### config.mk
export PLATFORM = sky130hd
export DESIGN_NAME = ccf_flags
export DESIGN_NICKNAME = d
export VERILOG_FILES = /design/src/logic/ccf_pkg.sv /design/src/logic/ccf_flags.sv
export SDC_FILE = /design/constraint.sdc
export NUM_CORES = 1
export LEC_CHECK = 0
export ABC_AREA = 1
export BUFFER_PORTS_ARGS = -buffer_cell sky130_fd_sc_hd__buf_4
export CAP_MARGIN = 20
export CORE_MARGIN = 1.5
export CORE_UTILIZATION = 40
export CTS_CLUSTER_SIZE = 14
export DETAILED_ROUTE_END_ITERATION = 6
export PLACE_DENSITY_LB_ADDON = 0.15
export SLEW_MARGIN = 20
export SYNTH_ARGS = -nofsm -noshare
export SYNTH_HDL_FRONTEND = slang
export SYNTH_SLANG_ARGS = --single-unit
### constraint.sdc
create_clock -name ref_clk -period 4.5 [get_ports ref_clk]
set_clock_uncertainty 0.15 [all_clocks]
set_input_delay 0.225 -clock ref_clk [delete_from_list [all_inputs] [get_ports ref_clk]]
set_output_delay 0.225 -clock ref_clk [all_outputs]
set_load 0.02 [all_outputs]
### src/logic/ccf_pkg.sv
package ccf_pkg;
    // ----------------------------------------
    // Register map
    // ----------------------------------------
    localparam logic [3:0] FLAGS_OFFSET  = 4'h0;
    localparam logic [3:0] STATUS_OFFSET = 4'h4;
    // ----------------------------------------
    // Flag register fields
    // ----------------------------------------
    localparam int V_BIT = 7;
    localparam int H_BIT = 4;
    localparam int I_BIT = 3;
    localparam int N_BIT = 2;
    localparam int Z_BIT = 1;
    localparam int C_BIT = 0;
    localparam logic [7:0] FIXED_ONES  = 8'h60;
    localparam logic [7:0] FLAGS_RESET = 8'h68;
    localparam logic [3:0] BCD_LIMIT   = 4'h9;
    localparam logic [7:0] DAA_LOW     = 8'h06;
    localparam logic [7:0] DAA_HIGH    = 8'h60;
    localparam logic [7:0] DAA_HLIMIT  = 8'h99;
    // ----------------------------------------
    // Operation classes reported at completion
    // ----------------------------------------
    typedef enum logic [3:0] {
        OP_NONE   = 4'b0000,
        OP_ADD    = 4'b0001,
        OP_ADC    = 4'b0010,
        OP_SUB    = 4'b0011,
        OP_SBC    = 4'b0100,
        OP_LOGIC  = 4'b0101,
        OP_MOVE8  = 4'b0110,
        OP_MOVE16 = 4'b0111,
        OP_SHL    = 4'b1000,
        OP_SHR    = 4'b1001,
        OP_ROL    = 4'b1010,
        OP_ROR    = 4'b1011,
        OP_BTST   = 4'b1100,
        OP_DAA    = 4'b1101,
        OP_CLI    = 4'b1110,
        OP_TAP    = 4'b1111
    } ccf_op_t;
    // ----------------------------------------
    // Addressing modes
    // ----------------------------------------
    typedef enum logic [2:0] {
        AM_DIR = 3'b000,
        AM_EXT = 3'b001,
        AM_IX  = 3'b010,
        AM_SP  = 3'b011,
        AM_REL = 3'b100
    } ccf_mode_t;
endpackage

### src/logic/ccf_flags.sv
// Contract
// - V set on two's complement overflow
// - Signed branches use the overflow flag
// - H set on carry from bit 3
// - Decimal adjust uses H and C
// - Mask set blocks maskable interrupts
// - Interrupt entry sets mask after stacking
// - No interrupt right after mask clear
// - N follows result bit 7
// - Loads and stores set N from msb
// - Z set for zero result
// - Loads and stores set Z on zero
// - C on add carry or subtract borrow
// - Bit test, shift, rotate update C
// - One linear 16-bit address space
// - Move source and destination modes independent
// - Test-and-branch targets use relative offset
// - Bits 6 and 5 read one
module ccf_flags
    import ccf_pkg::*;
(
    // Clock and reset
    input  wire logic        ref_clk,
    input  wire logic        resetn,
    // AHB-Lite slave
    input  wire logic        hsel,
    input  wire logic [31:0] haddr,
    input  wire logic [1:0]  htrans,
    input  wire logic        hwrite,
    input  wire logic [2:0]  hsize,
    input  wire logic        hready,
    input  wire logic [31:0] hwdata,
    output logic      [31:0] hrdata,
    output logic             hreadyout,
    output logic             hresp,
    // Instruction completion from sequencer
    input  wire logic        opDone,
    input  wire ccf_op_t     opCode,
    input  wire logic [7:0]  opA,
    input  wire logic [7:0]  opB,
    input  wire logic [15:0] opWide,
    output logic      [7:0]  resultOut,
    // Interrupt recognition
    input  wire logic        irqReq,
    input  wire logic        intEntry,
    output logic             irqTake,
    // Branch conditions
    output logic             brGreater,
    output logic             brGreaterEqual,
    output logic             brLessEqual,
    output logic             brLess,
    // Operand addressing
    input  wire ccf_mode_t   srcMode,
    input  wire ccf_mode_t   dstMode,
    input  wire logic [15:0] srcOffset,
    input  wire logic [15:0] dstOffset,
    input  wire logic [15:0] pcValue,
    input  wire logic [15:0] hxValue,
    input  wire logic [15:0] spValue,
    output logic      [15:0] srcAddr,
    output logic      [15:0] dstAddr,
    // Flag register view
    output logic      [7:0]  flagRegister
);
    // ----------------------------------------
    // Effective address in the 64-Kbyte space
    // ----------------------------------------
    function automatic logic [15:0] effAddr(input ccf_mode_t m, input logic [15:0] off);
        logic [15:0] a;
        a = off;
        unique case (m)
            AM_DIR: a = {8'h00, off[7:0]};
            AM_EXT: a = off;
            AM_IX:  a = hxValue + off;
            AM_SP:  a = spValue + off;
            AM_REL: a = pcValue + {{8{off[7]}}, off[7:0]};
            default: a = off;
        endcase
        return a;
    endfunction
    logic [7:0]  flags_reg;
    logic [7:0]  flags_next;
    logic        shadow_reg;
    logic [7:0]  result_reg;
    logic [7:0]  res;
    logic [4:0]  aff;
    logic        cin;
    logic [8:0]  sum9;
    logic [4:0]  half5;
    logic [7:0]  corr;
    logic        daaCarry;
    logic        wrPend_reg;
    logic [3:0]  wrAddr_reg;
    logic        rdSel;
    logic [15:0] srcAddr_reg;
    logic [15:0] dstAddr_reg;
    // ----------------------------------------
    // Arithmetic flag sources
    // ----------------------------------------
    always_comb
    begin
        cin   = (opCode == OP_ADC || opCode == OP_SBC) ? flags_reg[C_BIT] : 1'b0;
        if (opCode == OP_SUB || opCode == OP_SBC)
            sum9 = {1'b0, opA} - {1'b0, opB} - {8'h00, cin};
        else
            sum9 = {1'b0, opA} + {1'b0, opB} + {8'h00, cin};
        half5 = {1'b0, opA[3:0]} + {1'b0, opB[3:0]} + {4'h0, cin};
        corr  = 8'h00;
        if (flags_reg[H_BIT] || opA[3:0] > BCD_LIMIT)
            corr = corr | DAA_LOW;
        daaCarry = flags_reg[C_BIT] || opA > DAA_HLIMIT;
        if (daaCarry)
            corr = corr | DAA_HIGH;
    end
    // ----------------------------------------
    // Next flags per operation, aff = {V,H,N,Z,C}
    // ----------------------------------------
    always_comb
    begin
        flags_next = flags_reg;
        res        = opA;
        aff        = 5'b00000;
        unique case (opCode)
            OP_ADD, OP_ADC:
            begin
                res = sum9[7:0];
                aff = 5'b11111;
                flags_next[V_BIT] = (opA[7] == opB[7]) && (res[7] != opA[7]);
                flags_next[H_BIT] = half5[4];
                flags_next[C_BIT] = sum9[8];
            end
            OP_SUB, OP_SBC:
            begin
                res = sum9[7:0];
                aff = 5'b10111;
                flags_next[V_BIT] = (opA[7] != opB[7]) && (res[7] != opA[7]);
                flags_next[C_BIT] = sum9[8];
            end
            OP_LOGIC, OP_MOVE8:
            begin
                aff = 5'b10110;
                flags_next[V_BIT] = 1'b0;
            end
            OP_MOVE16:
            begin
                res = opWide[7:0];
                aff = 5'b10110;
                flags_next[V_BIT] = 1'b0;
            end
            OP_SHL, OP_ROL:
            begin
                res = {opA[6:0], (opCode == OP_ROL) ? flags_reg[C_BIT] : 1'b0};
                aff = 5'b10111;
                flags_next[C_BIT] = opA[7];
                flags_next[V_BIT] = res[7] ^ opA[7];
            end
            OP_SHR, OP_ROR:
            begin
                res = {(opCode == OP_ROR) ? flags_reg[C_BIT] : 1'b0, opA[7:1]};
                aff = 5'b10111;
                flags_next[C_BIT] = opA[0];
                flags_next[V_BIT] = res[7] ^ opA[0];
            end
            OP_BTST:
            begin
                aff = 5'b00001;
                flags_next[C_BIT] = opA[opB[2:0]];
            end
            OP_DAA:
            begin
                res = opA + corr;
                aff = 5'b00111;
                flags_next[C_BIT] = daaCarry;
            end
            OP_CLI:
                flags_next[I_BIT] = 1'b0;
            OP_TAP:
                flags_next = opA;
            OP_NONE:
                flags_next = flags_reg;
        endcase
        if (aff[2])
            flags_next[N_BIT] = (opCode == OP_MOVE16) ? opWide[15] : res[7];
        if (aff[1])
            flags_next[Z_BIT] = (opCode == OP_MOVE16) ? (opWide == 16'h0000) : (res == 8'h00);
        flags_next[V_BIT] = aff[4] ? flags_next[V_BIT] : flags_reg[V_BIT];
        flags_next[H_BIT] = aff[3] ? flags_next[H_BIT] : flags_reg[H_BIT];
        flags_next[C_BIT] = aff[0] ? flags_next[C_BIT] : flags_reg[C_BIT];
        if (opCode == OP_TAP)
            flags_next = opA;
        flags_next = flags_next | FIXED_ONES;
    end
    // ----------------------------------------
    // Flag register: entry, completion, bus write
    // ----------------------------------------
    always_ff @(posedge ref_clk)
    begin
        if (!resetn)
            flags_reg <= FLAGS_RESET;
        else if (intEntry)
            flags_reg <= flags_reg | (8'h01 << I_BIT);
        else if (opDone)
            flags_reg <= flags_next;
        else if (wrPend_reg && wrAddr_reg == FLAGS_OFFSET)
            flags_reg <= hwdata[7:0] | FIXED_ONES;
    end
    always_ff @(posedge ref_clk)
    begin
        if (!resetn)
            result_reg <= 8'h00;
        else if (opDone)
            result_reg <= res;
    end
    // ----------------------------------------
    // Interrupt recognition
    // ----------------------------------------
    always_ff @(posedge ref_clk)
    begin
        if (!resetn)
            shadow_reg <= 1'b0;
        else if (opDone)
            shadow_reg <= flags_reg[I_BIT] && !flags_next[I_BIT];
    end
    assign irqTake = irqReq && opDone && !flags_reg[I_BIT] && !shadow_reg && !intEntry;
    assign brGreaterEqual = !(flags_reg[N_BIT] ^ flags_reg[V_BIT]);
    assign brLess         = flags_reg[N_BIT] ^ flags_reg[V_BIT];
    assign brGreater      = brGreaterEqual && !flags_reg[Z_BIT];
    assign brLessEqual    = brLess || flags_reg[Z_BIT];
    // ----------------------------------------
    // Operand addresses
    // ----------------------------------------
    always_ff @(posedge ref_clk)
    begin
        if (!resetn)
        begin
            srcAddr_reg <= 16'h0000;
            dstAddr_reg <= 16'h0000;
        end
        else
        begin
            srcAddr_reg <= effAddr(srcMode, srcOffset);
            dstAddr_reg <= effAddr(dstMode, dstOffset);
        end
    end
    // ----------------------------------------
    // AHB-Lite slave, zero wait states
    // ----------------------------------------
    assign rdSel = hsel && hready && htrans[1] && !hwrite;
    always_ff @(posedge ref_clk)
    begin
        if (!resetn)
        begin
            wrPend_reg <= 1'b0;
            wrAddr_reg <= 4'h0;
            hrdata     <= 32'h0000_0000;
        end
        else
        begin
            wrPend_reg <= hsel && hready && htrans[1] && hwrite;
            wrAddr_reg <= haddr[3:0];
            hrdata     <= 32'h0000_0000;
            if (rdSel && haddr[31:4] == 28'h000_0000)
            begin
                if (haddr[3:0] == FLAGS_OFFSET)
                    hrdata <= {24'h00_0000, flags_reg | FIXED_ONES};
                else if (haddr[3:0] == STATUS_OFFSET)
                    hrdata <= {23'h00_0000, shadow_reg, result_reg};
            end
        end
    end
    assign hreadyout    = 1'b1;
    assign hresp        = 1'b0;
    assign resultOut    = result_reg;
    assign srcAddr      = srcAddr_reg;
    assign dstAddr      = dstAddr_reg;
    assign flagRegister = flags_reg | FIXED_ONES;
    // ----------------------------------------
    // Checks
    // ----------------------------------------
    AST_ADD_OVERFLOW: assert property (@(posedge ref_clk) disable iff (!resetn)
        opDone && !intEntry && opCode == OP_ADD && opA == 8'h7F && opB == 8'h01 |=> flags_reg[V_BIT])
        else $error("add overflow not flagged");
    AST_HALF_CARRY: assert property (@(posedge ref_clk) disable iff (!resetn)
        opDone && !intEntry && opCode == OP_ADD |=> flags_reg[H_BIT] == $past(half5[4]))
        else $error("half carry wrong");
    AST_BRANCH_LESS: assert property (@(posedge ref_clk) disable iff (!resetn)
        brLess == (flagRegister[N_BIT] != flagRegister[V_BIT]))
        else $error("signed less wrong");
    AST_MASK_BLOCKS: assert property (@(posedge ref_clk) disable iff (!resetn)
        (flags_reg[I_BIT] || shadow_reg) |-> !irqTake)
        else $error("interrupt taken while masked");
    AST_ENTRY_MASK: assert property (@(posedge ref_clk) disable iff (!resetn)
        intEntry |=> flagRegister[I_BIT])
        else $error("mask not set on entry");
    AST_CLI_SHADOW: assert property (@(posedge ref_clk) disable iff (!resetn)
        opDone && !intEntry && opCode == OP_CLI && flags_reg[I_BIT] |=> shadow_reg && !flags_reg[I_BIT])
        else $error("interrupt right after mask clear");
    AST_MOVE_ZERO: assert property (@(posedge ref_clk) disable iff (!resetn)
        opDone && !intEntry && opCode == OP_MOVE16 && opWide == 16'h0000 |=> flags_reg[Z_BIT] && !flags_reg[N_BIT])
        else $error("zero move flags wrong");
    AST_NEG_RESULT: assert property (@(posedge ref_clk) disable iff (!resetn)
        opDone && !intEntry && opCode == OP_LOGIC |=> flags_reg[N_BIT] == $past(opA[7]))
        else $error("negative flag wrong");
    AST_SUB_BORROW: assert property (@(posedge ref_clk) disable iff (!resetn)
        opDone && !intEntry && opCode == OP_SUB && opA < opB |=> flags_reg[C_BIT])
        else $error("borrow not flagged");
    AST_FIXED_ONES: assert property (@(posedge ref_clk) disable iff (!resetn)
        flagRegister[6:5] == 2'b11)
        else $error("fixed bits not one");
    AST_KEEP_FLAGS: assert property (@(posedge ref_clk) disable iff (!resetn)
        opDone && !intEntry && opCode == OP_BTST |=> flags_reg[7:1] == $past(flags_reg[7:1]))
        else $error("unaffected flag changed");
endmodule

==> metrics.md, run 1 <==
| Metric | Value |
|---|---|
| Actual slew at the worst max-slew pin | `0.760 ns` |
| Total track usage | `0.259` |
| CTS sink count | `61` |
| Min-delay worst type | `in2reg` |
| Compound-Gate Fraction of Synth Area | `0.208` |
| CTS Buffer Depth | `2` |
| VDD IR max | `0.190 mV` |
| Core footprint | `0.0193 mm²` |
| Fin crit period | `3.03 ns` |
| Avg Cell Area, Syn | `6.01 µm²` |
| PortBufs | `228` |
| LEAKAGE | `5.52 nW` |
| Initial DRT Pass Iterations | `5` |
| Comb pwr share | `0.452` |
| Postcts setup bufs | `0` |
| Sequential fraction of the synthesis area | `0.156` |
| CP Launch Type | `primary input` |
| Most used DFF post-synth | `dfxtp_1` |
| Switching power | `0.948 mW` |
| Largest net degree at the start of global routing | `43` |
| Register bit total from synthesis | `61` |
| Routed WL per cell | `14.9 µm` |
| Largest area contributor in the netlist | `dfxtp_1` |
| Top Family by Delay on Critical Path | `simple AND/OR/NAND/NOR gates` |
| CTS Root Cell | `clkbuf_16` |
| Die area | `0.0204 mm²` |
| Gp weighted congestion | `0.949` |
| # resized after CTS | `0` |
| Crit path DAT | `3.12 ns` |
| Critical Path RT | `4.59 ns` |
| Area share of and/or/nand/nor cells after synthesis | `0.320` |
| Initial Util | `0.405` |
| PwrDens | `236 mW/mm²` |
| Tcrit/Tclk final | `0.674` |
| Max Slew Vio Count | `0` |
| Max stage delay on crit path | `0.53 ns` |
| DRC viols | `0` |
| Antenna Cells | `0` |
| Share of layout cells above drive strength 1 | `0.181` |
| ANT nets after route | `0` |
| Top cells by area, synth | `dfxtp_1 16%, nand2_1 15%, ha_1 14%` |
| Post-synth EDFFs | `0` |
| Critical-path cell list | `buf_4 -> nor2_2 -> nand2_1 -> o21ai_0 -> inv_1 -> fa_1 -> inv_1 -> nand3_1 -> nand2_1 -> nand4_1 -> nand3_1 -> nand2_1 -> a21oi_1 -> o21ai_0 -> nand3_1 -> nand3_1 -> nand2_1 -> inv_1` |
| Clock share of power | `0.297` |
| Area Overhead vs Synth | `28.6%` |
| Synthesized instance count | `1,305` |
| Cell Area, Synth | `0.00784 mm²` |
| Worst path slowest cell | `o21ai_0` |
| Slew headroom | `0.491` |
| Yosys cell types | `45` |
| Crit. End Element | `flop` |
| First-pass GRT wire length | `41,400 µm` |
| Site row count | `51` |
| Chip height | `143 µm` |
| Status | `completed` |
| Final hold violation count | `0` |
| Ports | `286` |
| Congestion Overflow GR | `0` |
| TNS Setup | `0 ns` |
| Sequential Power Share | `0.251` |
| 1st-iter DRT viols | `512` |
| Switching part of the total | `0.398` |
| Worst skew pair latency | `0.34 ns` |
| Largest family of logic cells by synthesized area | `simple AND/OR/NAND/NOR gates` |
| Setup CP Type | `in2reg` |
| Yosys warnings | `0` |
| Via-to-Cell Ratio | `5.08` |
| CTS tree | `done` |
| Post-synth ARST share | `0` |
| RSZ-0062 raised after global routing | `false` |
| Adder-cell share of the synthesized area | `0.159` |
| Placed cell areas | `0.00971 mm²` |
| Placed Instances | `1,780` |
| Synth top area share | `0.156` |
| Worst-path clk slew | `0.06 ns` |
| Final setup vio count | `0` |
| Fmax | `330 MHz` |
| # H-tree levels | `3` |
| Final wirelength | `26,800 µm` |
| Mux share of post-synthesis cell area | `0` |
| WP buf/inv | `4` |
| Total Power | `2.38 mW` |
| Internal Pwr Total | `1.44 mW` |
| Xor/xnor share of the synthesized area | `0.0201` |
| Crit-path max FO | `21` |
| Number of global-route vias before repair | `8,419` |
| Hold_ws | `0.0145 ns` |
| Vias | `9,162` |
| Initial antenna violation count | `0` |
| Layout Nets | `1,826` |
| Final instance area | `0.0101 mm²` |
| Max-Cap Viols | `0` |
| Cts bufs inserted | `9` |
| Fin cells | `1,803` |
| Die W | `143 µm` |
| Post-DP HPWL | `22,200 µm` |
-- area by class of cell --
type / count / area [µm²]
multi-input combinational: 1015 / 5640
timing repair buffer: 239 / 1810
sequential: 61 / 1220
tap: 265 / 332
clock inverter: 7 / 73.8
inverter: 207 / 777
clock buffer: 9 / 225
fill: 2085 / 9250
-- per-stage QoR --
stage	util	setup WS [ns]
final	0.521	1.47
after floorplan	-	1.49
after global placement	0.502	1.21
after global routing	0.521	1.17
after detailed placement	0.502	1.17
after CTS	0.521	1.49
-- worst register-to-register path: cells and delay by family (launching register included) --
| family | cells | cell delay [ns] |
|---|---|---|
| flops | 1 | 0.40 |
| fa+ha+maj | 2 | 0.68 |
| buf+inv | 3 | 0.30 |
| simple gates | 13 | 1.09 |
| compound gates | 2 | 0.33 |
-- cell usage in the layout, fill, tap and decap left out, types with 6 or more instances in the layout --
cell	n
nand2_1	320
buf_4	232
inv_1	200
a21oi_1	123
o21ai_0	115
nand3_1	114
ha_1	85
nor2_1	81
dfxtp_1	61
conb_1	27
nand4_1	18
xor2_1	16
o22ai_1	11
o211ai_1	10
nor4_1	10
fa_1	9
clkbuf_16	9
a31oi_1	7
nor3_1	7
dlygate4sd3_1	7
nor2_2	6
a21boi_0	6
o221ai_1	6
-- final timing paths --
check | from | endpoint | slack, ns | depth (start not counted)
max | dstMode[2] | dstAddr[14] | 1.47 | 18
min | hready | wrPend_reg | 0.01 | 3
max reg2reg | flags_reg[0] | flags_reg[1] | 1.49 | 20
min reg2reg | shadow_reg | shadow_reg | 0.34 | 2
-- synth_stat cells, types with 7 or more instances --
master,count
a21oi_1,123
clkbuf_1,17
nand3_1,114
nor2_1,81
o22ai_1,11
nor4_1,10
o21ai_0,115
nand4_1,18
inv_1,200
xor2_1,16
nand2_1,320
ha_1,85
a31oi_1,7
fa_1,9
dfxtp_1,61
o211ai_1,10
buf_4,27
nor3_1,7
-- timing repair --
action | in CTS | in global routing
hold endpoints to repair | 8 | 0
setup endpoints to repair | 0 | 0
hold buffers | 7 | 0
-- power groups by stage --
stage          logic [mW]  clock network, mW  registers [mW]
3_5_place_dp         1.06                  0           0.611
6_report             1.08              0.708           0.599
4_1_cts              1.07              0.719           0.599
2_1_floorplan       0.654                  0           0.651
5_1_grt              1.21              0.740           0.603
3_3_place_gp         1.05                  0           0.611
-- layer usage --
layer	vias to the layer above	share of wire	global-route usage
li1	4744	-	-
met4	0	0.029	0.0928
met2	304	0.49	0.454
met5	-	0	0
met3	45	0.067	0.0530
met1	4069	0.42	0.313
-- cell families (layout without fill, tap and decap cells) --
| family | Yosys count | in the layout |
|---|---|---|
| simple gates | 578 | 578 |
| compound gates | 298 | 298 |
| buf+inv | 254 | 462 |
| fa+ha+maj | 94 | 94 |
| flops | 61 | 61 |
| xor+xnor | 18 | 18 |
| other cells | 2 | 27 |
No activity file was read; power rests on OpenSTA's default activity.
==> run 2, diff against run 1 <==
==> constraint.sdc (replaced) <==
create_clock -name ref_clk -period 2.9 [get_ports ref_clk]
set_clock_uncertainty 0.15 [all_clocks]
set_input_delay 0.145 -clock ref_clk [delete_from_list [all_inputs] [get_ports ref_clk]]
set_output_delay 0.145 -clock ref_clk [all_outputs]
set_load 0.02 [all_outputs]
==> metrics.md, run 2 (same netlist as run 1, synthesis figures left out) <==
| Metric | Value |
|---|---|
| Status | `completed` |
| Register Area | `0.00122 mm²` |
| PwrDens | `355 mW/mm²` |
| Antenna Cells | `0` |
| Ports | `286` |
| Fin crit period | `2.66 ns` |
| CTS Root Cell | `clkbuf_16` |
| Commonest non-fill, non-tap cell in the layout | `nand2_1` |
| Max-Cap Viols | `0` |
| # H-tree levels | `3` |
| DRC viols | `0` |
| Crit. End Element | `flop` |
| Chip height | `143 µm` |
| Met3 WL | `1710 µm` |
| Fin util | `0.562` |
| Layout Nets | `1,913` |
| Number of global-route vias before repair | `8,769` |
| Actual slew at the worst max-slew pin | `0.574 ns` |
| Total track usage | `0.271` |
| Site row count | `51` |
| Switching part of the total | `0.394` |
| Crit-path max FO | `2` |
| Top Metal Used | `met4` |
| Most frequent cells in the layout | `319 x nand2_1, 291 x buf_4, 200 x inv_1, 121 x a21oi_1, 113 x nand3_1` |
| Max Slew Vio Count | `0` |
| Via-to-Cell Ratio | `5.08` |
| CP Launch Type | `flop` |
| Vias | `9,596` |
| Final hold violation count | `0` |
| Largest net degree at the start of global routing | `43` |
| Initial Util | `0.405` |
| First-pass GRT wire length | `43,100 µm` |
| Min-delay worst type | `in2reg` |
| LEAKAGE | `5.95 nW` |
| RSZ-0062 raised after global routing | `false` |
| Cts bufs inserted | `9` |
| VDD IR max | `0.279 mV` |
| Die area | `0.0204 mm²` |
| PortBufs | `228` |
| Final setup vio count | `0` |
| Setup CP Type | `reg2reg` |
| Tcrit/Tclk final | `0.919` |
| Area Overhead vs Synth | `38.5%` |
| Worst-path clk slew | `0.06 ns` |
| Internal Pwr Total | `2.34 mW` |
| Initial DRT Pass Iterations | `7` |
| Share of layout cells above drive strength 1 | `0.214` |
| Post-DP HPWL | `23,200 µm` |
| Final wirelength | `28,100 µm` |
| ANT nets after route | `0` |
| Worst skew pair latency | `0.34 ns` |
| CTS Buffer Depth | `2` |
| Hold_ws | `0.00677 ns` |
| TNS Setup | `0 ns` |
| Die W | `143 µm` |
| 1st-iter DRT viols | `489` |
| Comb pwr share | `0.471` |
| Gp weighted congestion | `0.929` |
| Sequential Power Share | `0.241` |
| Critical Path RT | `3.02 ns` |
| Clock share of power | `0.289` |
| Crit path DAT | `2.78 ns` |
| Met1 WL | `11,500 µm` |
| Congestion Overflow GR | `0` |
| Multi-input logic area | `0.00567 mm²` |
| Postcts setup bufs | `0` |
| Fmax | `375 MHz` |
| Filler instances | `2,058` |
| Core footprint | `0.0193 mm²` |
| Routed WL per cell | `14.9 µm` |
| Switching power | `1.52 mW` |
| Initial antenna violation count | `0` |
| Slew headroom | `0.616` |
| DR WL met2 | `14,000 µm` |
| CTS tree | `done` |
| CTS sink count | `61` |
-- run 2: repair_timing --
| item | 4_1_cts | 5_1_grt |
|---|---|---|
| hold buffers | 33 | 0 |
| endpoints found under the hold margin | 36 | 0 |
| gates resized for setup | 0 | 11 |
| setup endpoints to repair | 0 | 7 |
-- run 2: power by group through the flow --
stage | Clock (mW) | Sequential (mW) | Combinational (mW)
3_3_place_gp | 0 | 0.945 | 1.75
4_1_cts | 1.14 | 0.928 | 1.80
2_1_floorplan | 0 | 1.01 | 1.02
6_report | 1.11 | 0.928 | 1.82
3_5_place_dp | 0 | 0.946 | 1.76
5_1_grt | 1.17 | 0.933 | 2.02
-- run 2: final timing paths --
kind,depth (start not counted),startpoint,end,slack [ns]
setup reg to reg,17,flags_reg[4],flags_reg[1],0.24
hold reg to reg,2,shadow_reg,shadow_reg,0.33
setup / recovery,17,flags_reg[4],flags_reg[1],0.24
hold / removal,3,hwdata[3],flags_reg[3],0.007
-- run 2: worst max-delay path, cell delays in order (launching register included) --
cell and delay (ns):
dfxtp_1 0.40, a21oi_2 0.08, inv_1 0.09, ha_1 0.16, inv_1 0.06, fa_1 0.37
buf_4 0.15, xor2_1 0.13, o22ai_1 0.08, nor2_1 0.20, nand3_2 0.17, nor2_2 0.10
nand2_1 0.05, nor2_1 0.08, nand3_1 0.07, nand2_1 0.06, nand2_1 0.05, a21oi_1 0.13
-- run 2: through the flow --
step           setup WS (ns)  cells  total power [mW]  area [µm²]
2_1_floorplan         0.0702   1330              2.03        7940
3_3_place_gp         -0.0811   1841              2.69       10200
3_5_place_dp         -0.0765   1841              2.71       10200
4_1_cts                0.133   1890              3.87       10800
5_1_grt               0.0209   1890              4.13       10900
6_report               0.236   1890              3.86       10900
-- run 2: per-layer routing --
metal,global-route usage,up-vias
li1,-,4920
met1,0.323,4285
met2,0.487,331
met3,0.0412,60
met4,0.102,0
met5,0,-
-- run 2: final cells by class --
class                   instances  area share
clock inverters                 7     0.00691
flip-flops and latches         61       0.112
inverters                     207      0.0716
repair buffers                326       0.235
clock buffers                   9      0.0207
multi-input cells            1015       0.522
well taps                     265      0.0305
==> run 3, diff against run 2 <==
--- a/config.mk
+++ b/config.mk
@@ -5,7 +5,6 @@
 export SDC_FILE = /design/constraint.sdc
 export NUM_CORES = 1
 export LEC_CHECK = 0
-export ABC_AREA = 1
 export BUFFER_PORTS_ARGS = -buffer_cell sky130_fd_sc_hd__buf_4
 export CAP_MARGIN = 20
 export CORE_MARGIN = 1.5
==> constraint.sdc (replaced) <==
create_clock -name ref_clk -period 3.4 [get_ports ref_clk]
set_clock_uncertainty 0.15 [all_clocks]
set_input_delay 0.17 -clock ref_clk [delete_from_list [all_inputs] [get_ports ref_clk]]
set_output_delay 0.17 -clock ref_clk [all_outputs]
set_load 0.02 [all_outputs]
==> metrics.md, run 3 <==
| Metric | Value |
|---|---|
| Clock share of power | `0.269` |
| Cell Area, Synth | `0.00768 mm²` |
| PwrDens | `314 mW/mm²` |
| Vias | `8,416` |
| Crit. End Element | `flop` |
| # H-tree levels | `3` |
| Layout Nets | `1,565` |
| Commonest non-fill, non-tap cell in the layout | `buf_4` |
| 1st-iter DRT viols | `524` |
| Setup ws final | `0.193 ns` |
| Initial antenna violation count | `0` |
| Die area | `0.0200 mm²` |
| Slew headroom | `0.367` |
| Max-Cap Viols | `0` |
| Area Overhead vs Synth | `34.0%` |
| Setup CP Type | `reg2reg` |
| Largest area contributor in the netlist | `dfxtp_1` |
| Most used DFF post-synth | `dfxtp_1` |
| Worst skew pair latency | `0.35 ns` |
| Most frequent cells in the layout | `269 x buf_4, 100 x nor2_1, 85 x ha_1, 68 x a21oi_1, 66 x nand2_1` |
| Max Slew Vio Count | `0` |
| Die W | `142 µm` |
| CTS Root Cell | `clkbuf_16` |
| Comb pwr share | `0.486` |
| CTS Buffer Depth | `2` |
| Sequential Power Share | `0.245` |
| Post-synth EDFFs | `0` |
| VDD IR max | `0.245 mV` |
| Critical Path RT | `3.51 ns` |
| Top cells by area, synth | `dfxtp_1 16%, ha_1 14%, nor2_1 4.9%` |
| Synthesized instance count | `1,003` |
| CTS sink count | `61` |
| Status | `completed` |
| Site row count | `50` |
| Final wirelength | `26,500 µm` |
| Initial Util | `0.409` |
| Chip height | `142 µm` |
| Fmax | `312 MHz` |
| Post-DP HPWL | `21,500 µm` |
| Antenna Cells | `0` |
| Share of layout cells above drive strength 1 | `0.261` |
| Switching power | `1.24 mW` |
| Synth top area share | `0.159` |
| First-pass GRT wire length | `40,700 µm` |
| Congestion Overflow GR | `0` |
| Gp weighted congestion | `0.955` |
| Most common cell in the synthesized netlist | `nor2_1` |
| Tcrit/Tclk final | `0.943` |
| Avg Cell Area, Syn | `7.66 µm²` |
| Pre-CTS WS | `-0.110 ns` |
| Register bit total from synthesis | `61` |
| Final hold violation count | `0` |
| DRC viols | `0` |
| Worst-path clk slew | `0.06 ns` |
| CP Launch Type | `flop` |
| Post-synth ARST share | `0` |
| Total track usage | `0.259` |
| Via-to-Cell Ratio | `5.57` |
| Cts bufs inserted | `9` |
| PortBufs | `228` |
| Number of global-route vias before repair | `7,976` |
| Routed WL per cell | `17.6 µm` |
| Fin crit period | `3.21 ns` |
| Total Power | `3.23 mW` |
| Postcts setup bufs | `0` |
| Ports | `286` |
| Switching part of the total | `0.385` |
| Min-delay worst type | `in2reg` |
| Actual slew at the worst max-slew pin | `0.948 ns` |
| Crit-path max FO | `2` |
| Largest net degree at the start of global routing | `38` |
| Internal Pwr Total | `1.98 mW` |
| RSZ-0062 raised after global routing | `false` |
| Yosys cell types | `70` |
| LEAKAGE | `4.76 nW` |
| Initial DRT Pass Iterations | `5` |
| Yosys warnings | `0` |
| ANT nets after route | `0` |
| Crit path DAT | `3.32 ns` |
| CTS tree | `done` |
| Final setup vio count | `0` |
| Core footprint | `0.0188 mm²` |
| Sequential fraction of the synthesis area | `0.159` |
| Synth cell count leaders | `100 x nor2_1, 85 x ha_1, 68 x a21oi_1` |
==> run 3: cell count changes after synthesis, sizes merged, moves of 20 or more <==
cell | previous run | this run
nand3 | 116 | 19
mux2i | 0 | 20
nand2 | 327 | 66
mux2 | 0 | 32
o21ai | 118 | 66
inv | 204 | 57
xnor2 | 2 | 38
a211oi | 1 | 25
a21oi | 124 | 68
==> run 3: worst max-delay path, cell delays in order (launching register included) <==
cell and delay, ns:
dfxtp_1 0.35, nand3_1 0.16, fa_2 0.42, ha_1 0.28
nand2_1 0.08, a31o_2 0.17, a21oi_1 0.10, or4_4 0.50
a311oi_2 0.33, nor3_1 0.13, o221a_1 0.26, o31ai_2 0.20
==> run 3: final timing paths <==
path                start           end  slack (ns)  depth (start not counted)
max          flags_reg[0]  flags_reg[2]        0.19                         11
max reg2reg  flags_reg[0]  flags_reg[2]        0.19                         11
min reg2reg    shadow_reg     hrdata[8]        0.30                          2
min          dstOffset[9]    dstAddr[9]        0.01                          3
==> run 3: area by class of cell <==
cell class / instances / area [µm²]
Clock inverter: 7 / 51.3
Multi-Input combinational cell: 848 / 6010
Fill cell: 1831 / 8480
Tap cell: 234 / 293
Inverter: 57 / 214
Timing Repair Buffer: 295 / 2280
Sequential cell: 61 / 1220
Clock buffer: 9 / 225
==> run 3: layer usage <==
metal,GRT usage,share of wire,vias up
met5,0,0,-
met2,0.459,0.48,327
met4,0.0922,0.029,0
met3,0.0530,0.074,40
li1,-,-,4211
met1,0.309,0.42,3838
==> run 3: logic make-up (layout without fill, tap and decap cells) <==
logic type                 count (synthesis)  in the layout  synth area share
muxes                                     54             54            0.0789
adders and majority gates                 94             94             0.162
xor gates and xnor gates                  59             59            0.0673
and+or+nand+nor                          304            304             0.190
DFF                                       61             61             0.159
buffers and inverters                    119            368            0.0719
AOI/OAI and AO/OA                        310            310             0.270
other                                      2             27          0.000978
==> run 3: timing repair <==
action | in CTS | in global routing
hold endpoints to repair | 28 | 0
setup endpoints to repair | 0 | 2
hold buffers | 26 | 0
resized for setup | 0 | 2
==> run 3: power by group through the flow <==
| stage | registers (mW) | logic, mW | clock network, mW |
|---|---|---|---|
| finish | 0.791 | 1.57 | 0.869 |
| global route | 0.797 | 1.72 | 0.917 |
| CTS | 0.792 | 1.56 | 0.890 |
| detailed placement | 0.807 | 1.53 | 0 |
| global placement | 0.807 | 1.52 | 0 |
| floorplan | 0.864 | 0.928 | 0 |
==> run 3: through the flow <==
stage          utilization  setup TNS (ns)  cell area [µm²]  instances  hold slack (ns)
2_1_floorplan            -         -0.0345             7780       1028            0.119
4_1_cts              0.548               0            10300       1511           0.0128
3_5_place_dp         0.519          -0.110             9750       1469            0.238
5_1_grt              0.548               0            10300       1511           0.0314
3_3_place_gp         0.519         -0.0867             9750       1469            0.239
6_report             0.548               0            10300       1511           0.0132
